===== src/inc/adccal_params.svh =====
// Offsets, field positions, reset values and timing counts of the
// calibration, averaging and correction block.
// Assumes inclusion by bare name from the design file.
`ifndef ADCCAL_PARAMS_SVH
`define ADCCAL_PARAMS_SVH

// ----------------------------------------------------------------------
// Register offsets (byte addresses).
// ----------------------------------------------------------------------
`define ADCCAL_OFF_CTRL   8'h20
`define ADCCAL_OFF_OFS    8'h24
`define ADCCAL_OFF_GAIN   8'h2C
`define ADCCAL_OFF_PLUS_CAL_VALUE_D   8'h34
`define ADCCAL_OFF_PLUS_CAL_VALUE_S   8'h38
`define ADCCAL_OFF_PLUS_CAL_VALUE_4   8'h3C
`define ADCCAL_OFF_PLUS_CAL_VALUE_3   8'h40
`define ADCCAL_OFF_PLUS_CAL_VALUE_2   8'h44
`define ADCCAL_OFF_PLUS_CAL_VALUE_1   8'h48
`define ADCCAL_OFF_PLUS_CAL_VALUE_0   8'h4C
`define ADCCAL_OFF_IRQST  8'h60
`define ADCCAL_OFF_IRQMSK 8'h64
`define ADCCAL_OFF_START  8'h68

// ----------------------------------------------------------------------
// Control register fields.
// ----------------------------------------------------------------------
`define ADCCAL_B_CAL  7
`define ADCCAL_B_CALIBRATION_FAILED_FLAG 6
`define ADCCAL_B_CONT 3
`define ADCCAL_B_AVERAGE_ENABLE 2

// ----------------------------------------------------------------------
// Interrupt status bits.
// ----------------------------------------------------------------------
`define ADCCAL_IRQ_CALDONE 0
`define ADCCAL_IRQ_CALFAIL 1
`define ADCCAL_IRQ_RESULT  2

// ----------------------------------------------------------------------
// Reset values and timing.
// ----------------------------------------------------------------------
`define ADCCAL_GAIN_RST   16'h8000
`define ADCCAL_CAL_CYCLES 16'h0040

`endif


===== src/inc/adccal_pkg.sv =====
// Types shared by the calibration, averaging and correction block.
// Assumes nothing of its surroundings.
package adccal_pkg;

    typedef enum logic [1:0] {
        ADCCAL_IDLE = 2'b00,
        ADCCAL_CONV = 2'b01,
        ADCCAL_CAL  = 2'b10
    } adccal_state_type;

    typedef struct packed {
        logic [7:0]  addr;
        logic [31:0] wdata;
        logic        wr;
        logic        rd;
    } adccal_bus_type;

    typedef struct packed {
        logic        valid;
        logic [15:0] data;
    } adccal_sample_type;

endpackage : adccal_pkg


===== src/adccal_core.sv =====
// Calibration sequencer, conversion mode control, hardware averaging,
// offset correction with saturation and the calibration value registers.
// Assumes an analog core that returns left-justified 16-bit samples and
// a single 20 MHz clock; all inputs are synchronous to sys_clk.
//
// Overview of operation
// RULE1: Calibration start bit stays one during calibration, clears at its end.
// RULE2: Any register write during calibration invalidates it and sets failed flag.
// RULE3: Setting calibration start aborts the conversion now in progress.
// RULE4: Hardware trigger selected or stop mode entered fails the calibration.
// RULE5: Failed flag reads zero after normal completion, one after failure.
// RULE6: Writing one clears the failed flag; writing zero leaves it.
// RULE7: Continuous bit zero gives one conversion or set; one repeats them.
// RULE8: Average enable bit turns multi-sample averaging on or off.
// RULE9: Count select codes 00..11 choose 4, 8, 16 or 32 samples.
// RULE10: Offset value is subtracted from each conversion before the result.
// RULE11: Corrected result is saturated to the limits of the result mode.
// RULE12: Gain register holds a 16-bit unsigned factor, integer bit fifteen.
// RULE13: Software must load the gain register with the calibrated value.
// RULE14: Seven plus-side calibration values of widths 6,7,8,9,10,6,6.
// RULE15: Completed calibration loads all calibration values automatically.
// RULE16: Reserved bits read as zero and ignore writes.
// RULE17: Average sums the selected samples and divides by the count.
//
// Added by the designer: strobed register access.
`timescale 1ns/10ps

`include "adccal_params.svh"

module adccal_core
    import adccal_pkg::*;
#(
    parameter int RES_BITS = 16    // Result width for the current mode.
) (
    input  wire logic              sys_clk,       // 20 MHz clock.
    input  wire logic              rst,           // Synchronous reset.
    input  wire adccal_bus_type    bus,           // Register request.
    output logic [31:0]            rdata,         // Read data, next cycle.
    input  wire logic              trigger_select,// One: hardware trigger.
    input  wire logic              stop_mode,     // Stop mode entered.
    input  wire logic              hw_trigger,    // Hardware start pulse.
    input  wire adccal_sample_type sample,        // Raw conversion result.
    input  wire logic [31:0]       cal_measure,   // Core calibration data.
    output logic                   conv_start,    // Starts one conversion.
    output logic                   conv_abort,    // Aborts conversion.
    output logic                   conv_active,   // Conversion or set busy.
    output adccal_sample_type      result,        // Corrected result.
    output logic [15:0]            gain_factor,   // Gain to analog path.
    output logic                   irq            // Level interrupt.
);

    // ------------------------------------------------------------------
    // Registers.
    // ------------------------------------------------------------------
    adccal_state_type state_q;
    logic             cal_q;
    logic             calibration_failed_flag_q;
    logic             cont_q;
    logic             average_enable_q;
    logic [1:0]       average_count_select_q;
    logic [15:0]      ofs_q;
    logic [15:0]      gain_q;
    logic [5:0]       plus_cal_value_d_q;
    logic [5:0]       plus_cal_value_s_q;
    logic [9:0]       plus_cal_value_4_q;
    logic [8:0]       plus_cal_value_3_q;
    logic [7:0]       plus_cal_value_2_q;
    logic [6:0]       plus_cal_value_1_q;
    logic [5:0]       plus_cal_value_0_q;
    logic [2:0]       irq_st_q;
    logic [2:0]       irq_msk_q;
    logic [15:0]      cal_cnt_q;
    logic [20:0]      acc_q;
    logic [5:0]       smp_cnt_q;
    logic             cal_bad_q;
    logic             issue_q;

    logic             wr_ctrl;
    logic             cal_set;
    logic             cal_end;
    logic             cal_fail_now;
    logic             sw_start;
    logic [5:0]       smp_target;
    logic [20:0]      acc_d;
    logic [15:0]      avg_val;
    logic             set_done;

    assign wr_ctrl  = bus.wr && bus.addr == `ADCCAL_OFF_CTRL;
    assign cal_set  = wr_ctrl && bus.wdata[`ADCCAL_B_CAL] && !cal_q;
    assign sw_start = bus.wr && bus.addr == `ADCCAL_OFF_START;
    assign cal_end  = state_q == ADCCAL_CAL && cal_cnt_q == 16'h0000;
    // Any write while calibrating, hardware trigger or stop mode spoils it.
    assign cal_fail_now = cal_q && (bus.wr || trigger_select   // see RULE2
                                    || stop_mode);             // see RULE4

    // ------------------------------------------------------------------
    // Calibration sequencer and conversion state.
    // ------------------------------------------------------------------
    always_ff @(posedge sys_clk) begin
        if (rst) begin
            state_q   <= ADCCAL_IDLE;
            cal_q     <= 1'b0;
            cal_cnt_q <= 16'h0000;
            cal_bad_q <= 1'b0;
            issue_q   <= 1'b0;
        end else begin
            issue_q <= 1'b0;
            if (cal_set) begin
                state_q   <= ADCCAL_CAL;                      // see RULE3
                cal_q     <= 1'b1;                            // see RULE1
                cal_cnt_q <= `ADCCAL_CAL_CYCLES;
                cal_bad_q <= trigger_select || stop_mode;     // see RULE4
            end else begin
                unique case (state_q)
                    ADCCAL_IDLE: begin
                        if (sw_start && !trigger_select
                            || hw_trigger && trigger_select) begin
                            state_q <= ADCCAL_CONV;
                            issue_q <= 1'b1;
                        end
                    end
                    ADCCAL_CONV: begin
                        if (set_done && !cont_q) begin        // see RULE7
                            state_q <= ADCCAL_IDLE;
                        end else if (sample.valid) begin
                            issue_q <= 1'b1;
                        end
                    end
                    ADCCAL_CAL: begin
                        if (cal_fail_now) begin
                            cal_bad_q <= 1'b1;
                        end
                        if (cal_end) begin
                            state_q <= ADCCAL_IDLE;
                            cal_q   <= 1'b0;                  // see RULE1
                        end else begin
                            cal_cnt_q <= cal_cnt_q - 16'h0001;
                        end
                    end
                    default: state_q <= ADCCAL_IDLE;
                endcase
            end
        end
    end

    // Failed flag: hardware set wins over a simultaneous write-one clear.
    always_ff @(posedge sys_clk) begin
        if (rst) begin
            calibration_failed_flag_q <= 1'b0;
        end else if (cal_end && (cal_bad_q || cal_fail_now)) begin
            calibration_failed_flag_q <= 1'b1;                                   // see RULE5
        end else if (cal_set) begin
            calibration_failed_flag_q <= 1'b0;                                   // see RULE5
        end else if (wr_ctrl && bus.wdata[`ADCCAL_B_CALIBRATION_FAILED_FLAG]) begin
            calibration_failed_flag_q <= 1'b0;                                   // see RULE6
        end
    end

    // ------------------------------------------------------------------
    // Software-written configuration.
    // ------------------------------------------------------------------
    always_ff @(posedge sys_clk) begin
        if (rst) begin
            cont_q <= 1'b0;
            average_enable_q <= 1'b0;
            average_count_select_q <= 2'b00;
            ofs_q  <= 16'h0000;
            gain_q <= `ADCCAL_GAIN_RST;
        end else if (bus.wr) begin
            if (bus.addr == `ADCCAL_OFF_CTRL) begin
                cont_q <= bus.wdata[`ADCCAL_B_CONT];
                average_enable_q <= bus.wdata[`ADCCAL_B_AVERAGE_ENABLE];          // see RULE8
                average_count_select_q <= bus.wdata[1:0];                     // see RULE9
            end
            if (bus.addr == `ADCCAL_OFF_OFS) begin
                ofs_q <= bus.wdata[15:0];
            end
            if (bus.addr == `ADCCAL_OFF_GAIN) begin
                gain_q <= bus.wdata[15:0];                    // see RULE12
            end
        end
    end

    // Calibration values: software may write, completion reloads them.
    always_ff @(posedge sys_clk) begin
        if (rst) begin
            plus_cal_value_d_q <= 6'h00;
            plus_cal_value_s_q <= 6'h00;
            plus_cal_value_4_q <= 10'h000;
            plus_cal_value_3_q <= 9'h000;
            plus_cal_value_2_q <= 8'h00;
            plus_cal_value_1_q <= 7'h00;
            plus_cal_value_0_q <= 6'h00;
        end else if (cal_end) begin
            plus_cal_value_d_q <= cal_measure[5:0];                       // see RULE15
            plus_cal_value_s_q <= cal_measure[11:6];
            plus_cal_value_4_q <= cal_measure[9:0];
            plus_cal_value_3_q <= cal_measure[8:0];
            plus_cal_value_2_q <= cal_measure[7:0];
            plus_cal_value_1_q <= cal_measure[6:0];
            plus_cal_value_0_q <= cal_measure[5:0];
        end else if (bus.wr) begin
            unique case (bus.addr)                            // see RULE14
                `ADCCAL_OFF_PLUS_CAL_VALUE_D: plus_cal_value_d_q <= bus.wdata[5:0];
                `ADCCAL_OFF_PLUS_CAL_VALUE_S: plus_cal_value_s_q <= bus.wdata[5:0];
                `ADCCAL_OFF_PLUS_CAL_VALUE_4: plus_cal_value_4_q <= bus.wdata[9:0];
                `ADCCAL_OFF_PLUS_CAL_VALUE_3: plus_cal_value_3_q <= bus.wdata[8:0];
                `ADCCAL_OFF_PLUS_CAL_VALUE_2: plus_cal_value_2_q <= bus.wdata[7:0];
                `ADCCAL_OFF_PLUS_CAL_VALUE_1: plus_cal_value_1_q <= bus.wdata[6:0];
                `ADCCAL_OFF_PLUS_CAL_VALUE_0: plus_cal_value_0_q <= bus.wdata[5:0];
                default: ;
            endcase
        end
    end

    // ------------------------------------------------------------------
    // Averaging, offset subtraction and saturation.
    // ------------------------------------------------------------------
    always_comb begin
        smp_target = 6'd1;
        if (average_enable_q) begin
            unique case (average_count_select_q)                              // see RULE9
                2'b00: smp_target = 6'd4;
                2'b01: smp_target = 6'd8;
                2'b10: smp_target = 6'd16;
                2'b11: smp_target = 6'd32;
            endcase
        end
    end

    assign acc_d    = acc_q + {5'h00, sample.data};           // see RULE17
    // A sample landing in the abort cycle belongs to the aborted set.
    assign set_done = state_q == ADCCAL_CONV && sample.valid && !cal_set
                      && smp_cnt_q + 6'd1 == smp_target;

    always_comb begin
        avg_val = acc_d[15:0];
        if (average_enable_q) begin
            unique case (average_count_select_q)                              // see RULE17
                2'b00: avg_val = acc_d[17:2];
                2'b01: avg_val = acc_d[18:3];
                2'b10: avg_val = acc_d[19:4];
                2'b11: avg_val = acc_d[20:5];
            endcase
        end
    end

    always_ff @(posedge sys_clk) begin
        if (rst || state_q != ADCCAL_CONV) begin
            acc_q     <= 21'h00_0000;
            smp_cnt_q <= 6'd0;
        end else if (sample.valid) begin
            acc_q     <= set_done ? 21'h00_0000 : acc_d;
            smp_cnt_q <= set_done ? 6'd0 : smp_cnt_q + 6'd1;
        end
    end

    // Subtract in 18 bits so neither limit can wrap.
    logic signed [17:0] diff;
    logic        [15:0] max_val;
    assign max_val = 16'hFFFF << (16 - RES_BITS);
    assign diff = $signed({2'b00, avg_val})
                - $signed({{2{ofs_q[15]}}, ofs_q});           // see RULE10

    always_ff @(posedge sys_clk) begin
        if (rst) begin
            result <= '0;
        end else begin
            result.valid <= set_done;
            if (set_done) begin
                if (diff < 18'sd0) begin
                    result.data <= 16'h0000;                  // see RULE11
                end else if (diff > $signed({2'b00, max_val})) begin
                    result.data <= max_val;                   // see RULE11
                end else begin
                    result.data <= diff[15:0] & max_val;
                end
            end
        end
    end

    // ------------------------------------------------------------------
    // Interrupts.
    // ------------------------------------------------------------------
    always_ff @(posedge sys_clk) begin
        if (rst) begin
            irq_st_q  <= 3'h0;
            irq_msk_q <= 3'h0;
        end else begin
            if (bus.wr && bus.addr == `ADCCAL_OFF_IRQMSK) begin
                irq_msk_q <= bus.wdata[2:0];
            end
            irq_st_q <= (irq_st_q
                         & ~({3{bus.wr && bus.addr == `ADCCAL_OFF_IRQST}}
                             & bus.wdata[2:0]))
                      | {result.valid,
                         cal_end && (cal_bad_q || cal_fail_now),
                         cal_end};
        end
    end

    assign irq = |(irq_st_q & irq_msk_q);

    // ------------------------------------------------------------------
    // Read port and outputs.
    // ------------------------------------------------------------------
    always_ff @(posedge sys_clk) begin
        if (rst) begin
            rdata <= 32'h0000_0000;
        end else begin
            rdata <= 32'h0000_0000;                           // see RULE16
            if (bus.rd) begin
                unique case (bus.addr)
                    `ADCCAL_OFF_CTRL:
                        rdata[7:0] <= {cal_q, calibration_failed_flag_q, 2'b00, cont_q,
                                       average_enable_q, average_count_select_q};
                    `ADCCAL_OFF_OFS:    rdata[15:0] <= ofs_q;
                    `ADCCAL_OFF_GAIN:   rdata[15:0] <= gain_q;
                    `ADCCAL_OFF_PLUS_CAL_VALUE_D:   rdata[5:0]  <= plus_cal_value_d_q;
                    `ADCCAL_OFF_PLUS_CAL_VALUE_S:   rdata[5:0]  <= plus_cal_value_s_q;
                    `ADCCAL_OFF_PLUS_CAL_VALUE_4:   rdata[9:0]  <= plus_cal_value_4_q;
                    `ADCCAL_OFF_PLUS_CAL_VALUE_3:   rdata[8:0]  <= plus_cal_value_3_q;
                    `ADCCAL_OFF_PLUS_CAL_VALUE_2:   rdata[7:0]  <= plus_cal_value_2_q;
                    `ADCCAL_OFF_PLUS_CAL_VALUE_1:   rdata[6:0]  <= plus_cal_value_1_q;
                    `ADCCAL_OFF_PLUS_CAL_VALUE_0:   rdata[5:0]  <= plus_cal_value_0_q;
                    `ADCCAL_OFF_IRQST:  rdata[2:0]  <= irq_st_q;
                    `ADCCAL_OFF_IRQMSK: rdata[2:0]  <= irq_msk_q;
                    default: ;
                endcase
            end
        end
    end

    assign conv_start  = issue_q;
    assign conv_abort  = cal_set && state_q == ADCCAL_CONV;   // see RULE3
    assign conv_active = state_q == ADCCAL_CONV;
    assign gain_factor = gain_q;                              // see RULE13
endmodule : adccal_core


===== config.mk =====
export PLATFORM = sky130hd
export DESIGN_NAME = adccal_core
export DESIGN_NICKNAME = d
export VERILOG_FILES = /design/src/inc/adccal_pkg.sv /design/src/adccal_core.sv
export VERILOG_INCLUDE_DIRS = /design/src /design/src/inc
export SDC_FILE = /design/constraint.sdc
export NUM_CORES = 1
export LEC_CHECK = 0
export BUFFER_PORTS_ARGS = -buffer_cell sky130_fd_sc_hd__buf_2
export CAP_MARGIN = 30
export CELL_PAD_IN_SITES_DETAIL_PLACEMENT = 1
export CELL_PAD_IN_SITES_GLOBAL_PLACEMENT = 1
export CORE_AREA = 4 4 152 154
export DETAILED_ROUTE_END_ITERATION = 7
export DIE_AREA = 0 0 156 158
export PLACE_DENSITY = 0.9
export SYNTH_ARGS = -nofsm -noshare
export SYNTH_HDL_FRONTEND = slang
export SYNTH_SLANG_ARGS = --single-unit

===== constraint.sdc =====
create_clock -name sys_clk -period 9.79 [get_ports sys_clk]
set_input_delay 0.4895 -clock sys_clk [delete_from_list [all_inputs] [get_ports sys_clk]]
set_output_delay 0.4895 -clock sys_clk [all_outputs]
set_load 0.01 [all_outputs]

==> impl_metrics.env <==
export IMPL_cts_tree="built"
export IMPL_critPathRequiredTime_ns=10.17
export IMPL_final_common_cell="dfxtp_1"
export IMPL_path_class="register to register"
export IMPL_cts_buffers=17
export IMPL_finalMaxSlewViolations=0
export IMPL_ant_nets=0
export IMPL_fin_util_pct=50.6
export IMPL_synth_warnings=0
export IMPL_async_flop_share_pct=0
export IMPL_cts_clk_slew_worst_paths_ns=0.08
export IMPL_clockBufferDepth=2
export IMPL_drtIter0Drc=754
export IMPL_htree_levels=4
export IMPL_ir_drop_mv=0.101
export IMPL_drive_gt1_share_pct=14.5
export IMPL_critical_path_arrival_ns=6.25
export IMPL_met2_usage_pct=42.9
export IMPL_met3_usage_pct=4.37
export IMPL_rows=54
export IMPL_grt_pass1_vias=9453
export IMPL_grt_total_usage_pct=25.2
export IMPL_slew_headroom_pct=37.7
export IMPL_end_kind="register"
export IMPL_ys_seq_elements=176
export IMPL_synth_distinct_cells=78
export IMPL_hold_viol_final=0
export IMPL_p_leak_nw=4.29
export IMPL_fin_tns_setup_ns=0
export IMPL_drv_cap=0
export IMPL_post_route_min_period_ns=5.87
export IMPL_setup_violations=0
export IMPL_drc=0
export IMPL_syn_area_sq_mm=0.00967
export IMPL_ys_flop_type="dfxtp_1"
export IMPL_routed_wl_um=31700
export IMPL_synth_avg_cell_area_sq_um=8.00
export IMPL_synth_seq_area_share_pct=36.4
export IMPL_clock_fmax_mhz=170
export IMPL_die_area_sq_mm=0.0246
export IMPL_worst_slew_pin_slew_ns=0.934
export IMPL_place_ws_ns=3.73
export IMPL_mostFrequentLayoutCells="176 x dfxtp_1, 162 x nand2_1, 141 x nor2_1"
export IMPL_ctsResizeCount=0
export IMPL_vias=9377
export IMPL_grt_busiest_layer="met2"
export IMPL_grt_overflow_total=0
export IMPL_cp_max_fo=16
export IMPL_viasPerCell=5.95
export IMPL_instances_no_fill=1577
export IMPL_status="complete, no violations"
export IMPL_finalPower_mw=1.65
export IMPL_dp_cells=1545
export IMPL_fp_coreArea_sq_mm=0.0217
export IMPL_min_path_type="primary input to register"
export IMPL_io_pins=165
export IMPL_grt_pass1_wl_um=50200
export IMPL_post_dp_hpwl_um=22400
export IMPL_die_w_um=156
export IMPL_die_y_um=158
export IMPL_clock_skew_ns=0.0196
export IMPL_met1_usage_pct=31.9
export IMPL_diodes=0
export IMPL_fin_crit_sh_pct=60.0
export IMPL_port_buffers=112
export IMPL_postCtsHoldBufs=0
export IMPL_nFillCells=2683
export IMPL_cts_setup_buffers=0
export IMPL_antenna_found_initial=0
export IMPL_clock_root_buffer="clkbuf_16"
export IMPL_grt_max_degree=62
export IMPL_area_growth_pct=13.6
export IMPL_pwr_density_cell_mw_per_mm2=150
export IMPL_worst_skew_pair_late_latency_ns=0.46
export IMPL_firstDrtPassIters=5
export IMPL_nNetsFinal=1417
export IMPL_initial_core_util_pct=44.6
export IMPL_timing_final_ws_setup_ns=3.92
export IMPL_synth_edf_count=0
export IMPL_wl_per_cell_um=20.1
export IMPL_rsz0062_at_grt="no"
export IMPL_cts_sinks=176
export IMPL_gp_congestion=0.935
export IMPL_synthCells=1209
export IMPL_startpoint_type="register"
-- flip-flops by register name, indices dropped and copies added (netlist names), 2 cells and up --
name,count
rdata,16
plus_cal_value_0_q,6
plus_cal_value_s_q,6
acc_q,21
cal_cnt_q,16
average_count_select_q,2
state_q,2
smp_cnt_q,6
result,17
plus_cal_value_3_q,9
irq_st_q,3
plus_cal_value_4_q,10
plus_cal_value_2_q,8
irq_msk_q,3
plus_cal_value_1_q,7
plus_cal_value_d_q,6
ofs_q,16
gain_factor,16
-- area by class of cell --
| cell class | instances | area [sq um] | area share, % |
|---|---|---|---|
| Multi-Input combinational cell | 922 | 5650 | 51.4 |
| Sequential cell | 176 | 3520 | 32.1 |
| Timing Repair Buffer | 122 | 646 | 5.88 |
| Tap cell | 280 | 350 | 3.19 |
| Clock buffer | 17 | 425 | 3.87 |
| Clock inverter | 15 | 221 | 2.02 |
| Inverter | 45 | 169 | 1.54 |
-- critical path, cell delays in order (launching register included) --
cell,delay (ns)
dfxtp_1,0.34
ha_1,0.17
inv_1,0.06
fa_1,0.41
nor2b_1,0.19
o21a_1,0.15
o21ai_0,0.09
a2111oi_0,0.76
mux2_2,0.42
o2111ai_1,0.28
a21oi_1,0.20
a221oi_1,0.34
ha_1,0.36
a21oi_1,0.16
o221ai_1,0.17
a31oi_1,0.27
a21oi_1,0.14
and2_1,0.19
o21ai_1,0.20
nand4_1,0.13
a2111o_1,0.65
nand2_1,0.15
-- logic make-up after synthesis --
| group | after synthesis | share of synthesized area (%) |
|---|---|---|
| buffers and inverters | 126 | 5.76 |
| multiplexers | 36 | 4.01 |
| adder cells (fa/ha/maj) | 37 | 4.94 |
| AO/OA/AOI/OAI | 342 | 23.6 |
| XOR/XNOR | 52 | 4.71 |
| flip-flops | 176 | 36.4 |
| other | 1 | 0.0388 |
| AND/OR/NAND/NOR | 439 | 20.5 |
-- synth_stat cells, drive strengths merged (5+ instances only) --
cell type | n | area, sq um
mux2 | 9 | 105
a22oi | 36 | 320
o21a | 7 | 52.6
mux2i | 26 | 260
a21o | 7 | 52.6
nor3 | 21 | 126
nor2b | 11 | 68.8
ha | 35 | 438
o21ai | 33 | 165
clkbuf | 50 | 188
xor2 | 18 | 158
nor4 | 7 | 50.1
a31oi | 12 | 75.1
nand2b | 16 | 100
inv | 44 | 165
nor2 | 142 | 541
dfxtp | 176 | 3520
o21bai | 7 | 52.6
o22ai | 5 | 31.3
buf | 31 | 200
a21oi | 126 | 631
or2 | 5 | 31.3
a222oi | 9 | 90.1
nand3 | 43 | 220
o211ai | 6 | 45.0
or3 | 7 | 43.8
a211oi | 49 | 368
and2 | 7 | 43.8
nand2 | 162 | 608
o221ai | 6 | 52.6
a221oi | 6 | 52.6
xnor2 | 34 | 298
-- metal layers --
layer | vias to the layer above | part of all wire, %
met5 | - | 0
met4 | 0 | 3.0
met3 | 67 | 6.1
met2 | 319 | 48
met1 | 4570 | 43
li1 | 4421 | -
-- stage by stage --
| stage | hold slack, ns | area (sq um) |
|---|---|---|
| global placement | 0.454 | 10300 |
| finish | 0.269 | 11000 |
| CTS | 0.266 | 11000 |
| floorplan | 0.442 | 9730 |
| global route | 0.269 | 11000 |
| detailed placement | 0.464 | 10300 |
-- path summary, 6_finish.rpt --
path         startpoint              end  cells past startpoint  slack (ns)
max            acc_q[0]       result[15]                     21        3.92
min             bus[17]  gain_factor[15]                      3        0.27
max reg2reg    acc_q[0]       result[15]                     21        3.92
min reg2reg   ofs_q[13]        ofs_q[13]                      2        0.47
-- power breakdown --
part	switching [mW]	total, mW	internal (mW)
clock	0.381	0.743	0.363
combinational	0.117	0.178	0.0614
sequential	0.00378	0.725	0.721
total	0.501	1.65	1.14
Power figures use the tool's default switching activity.
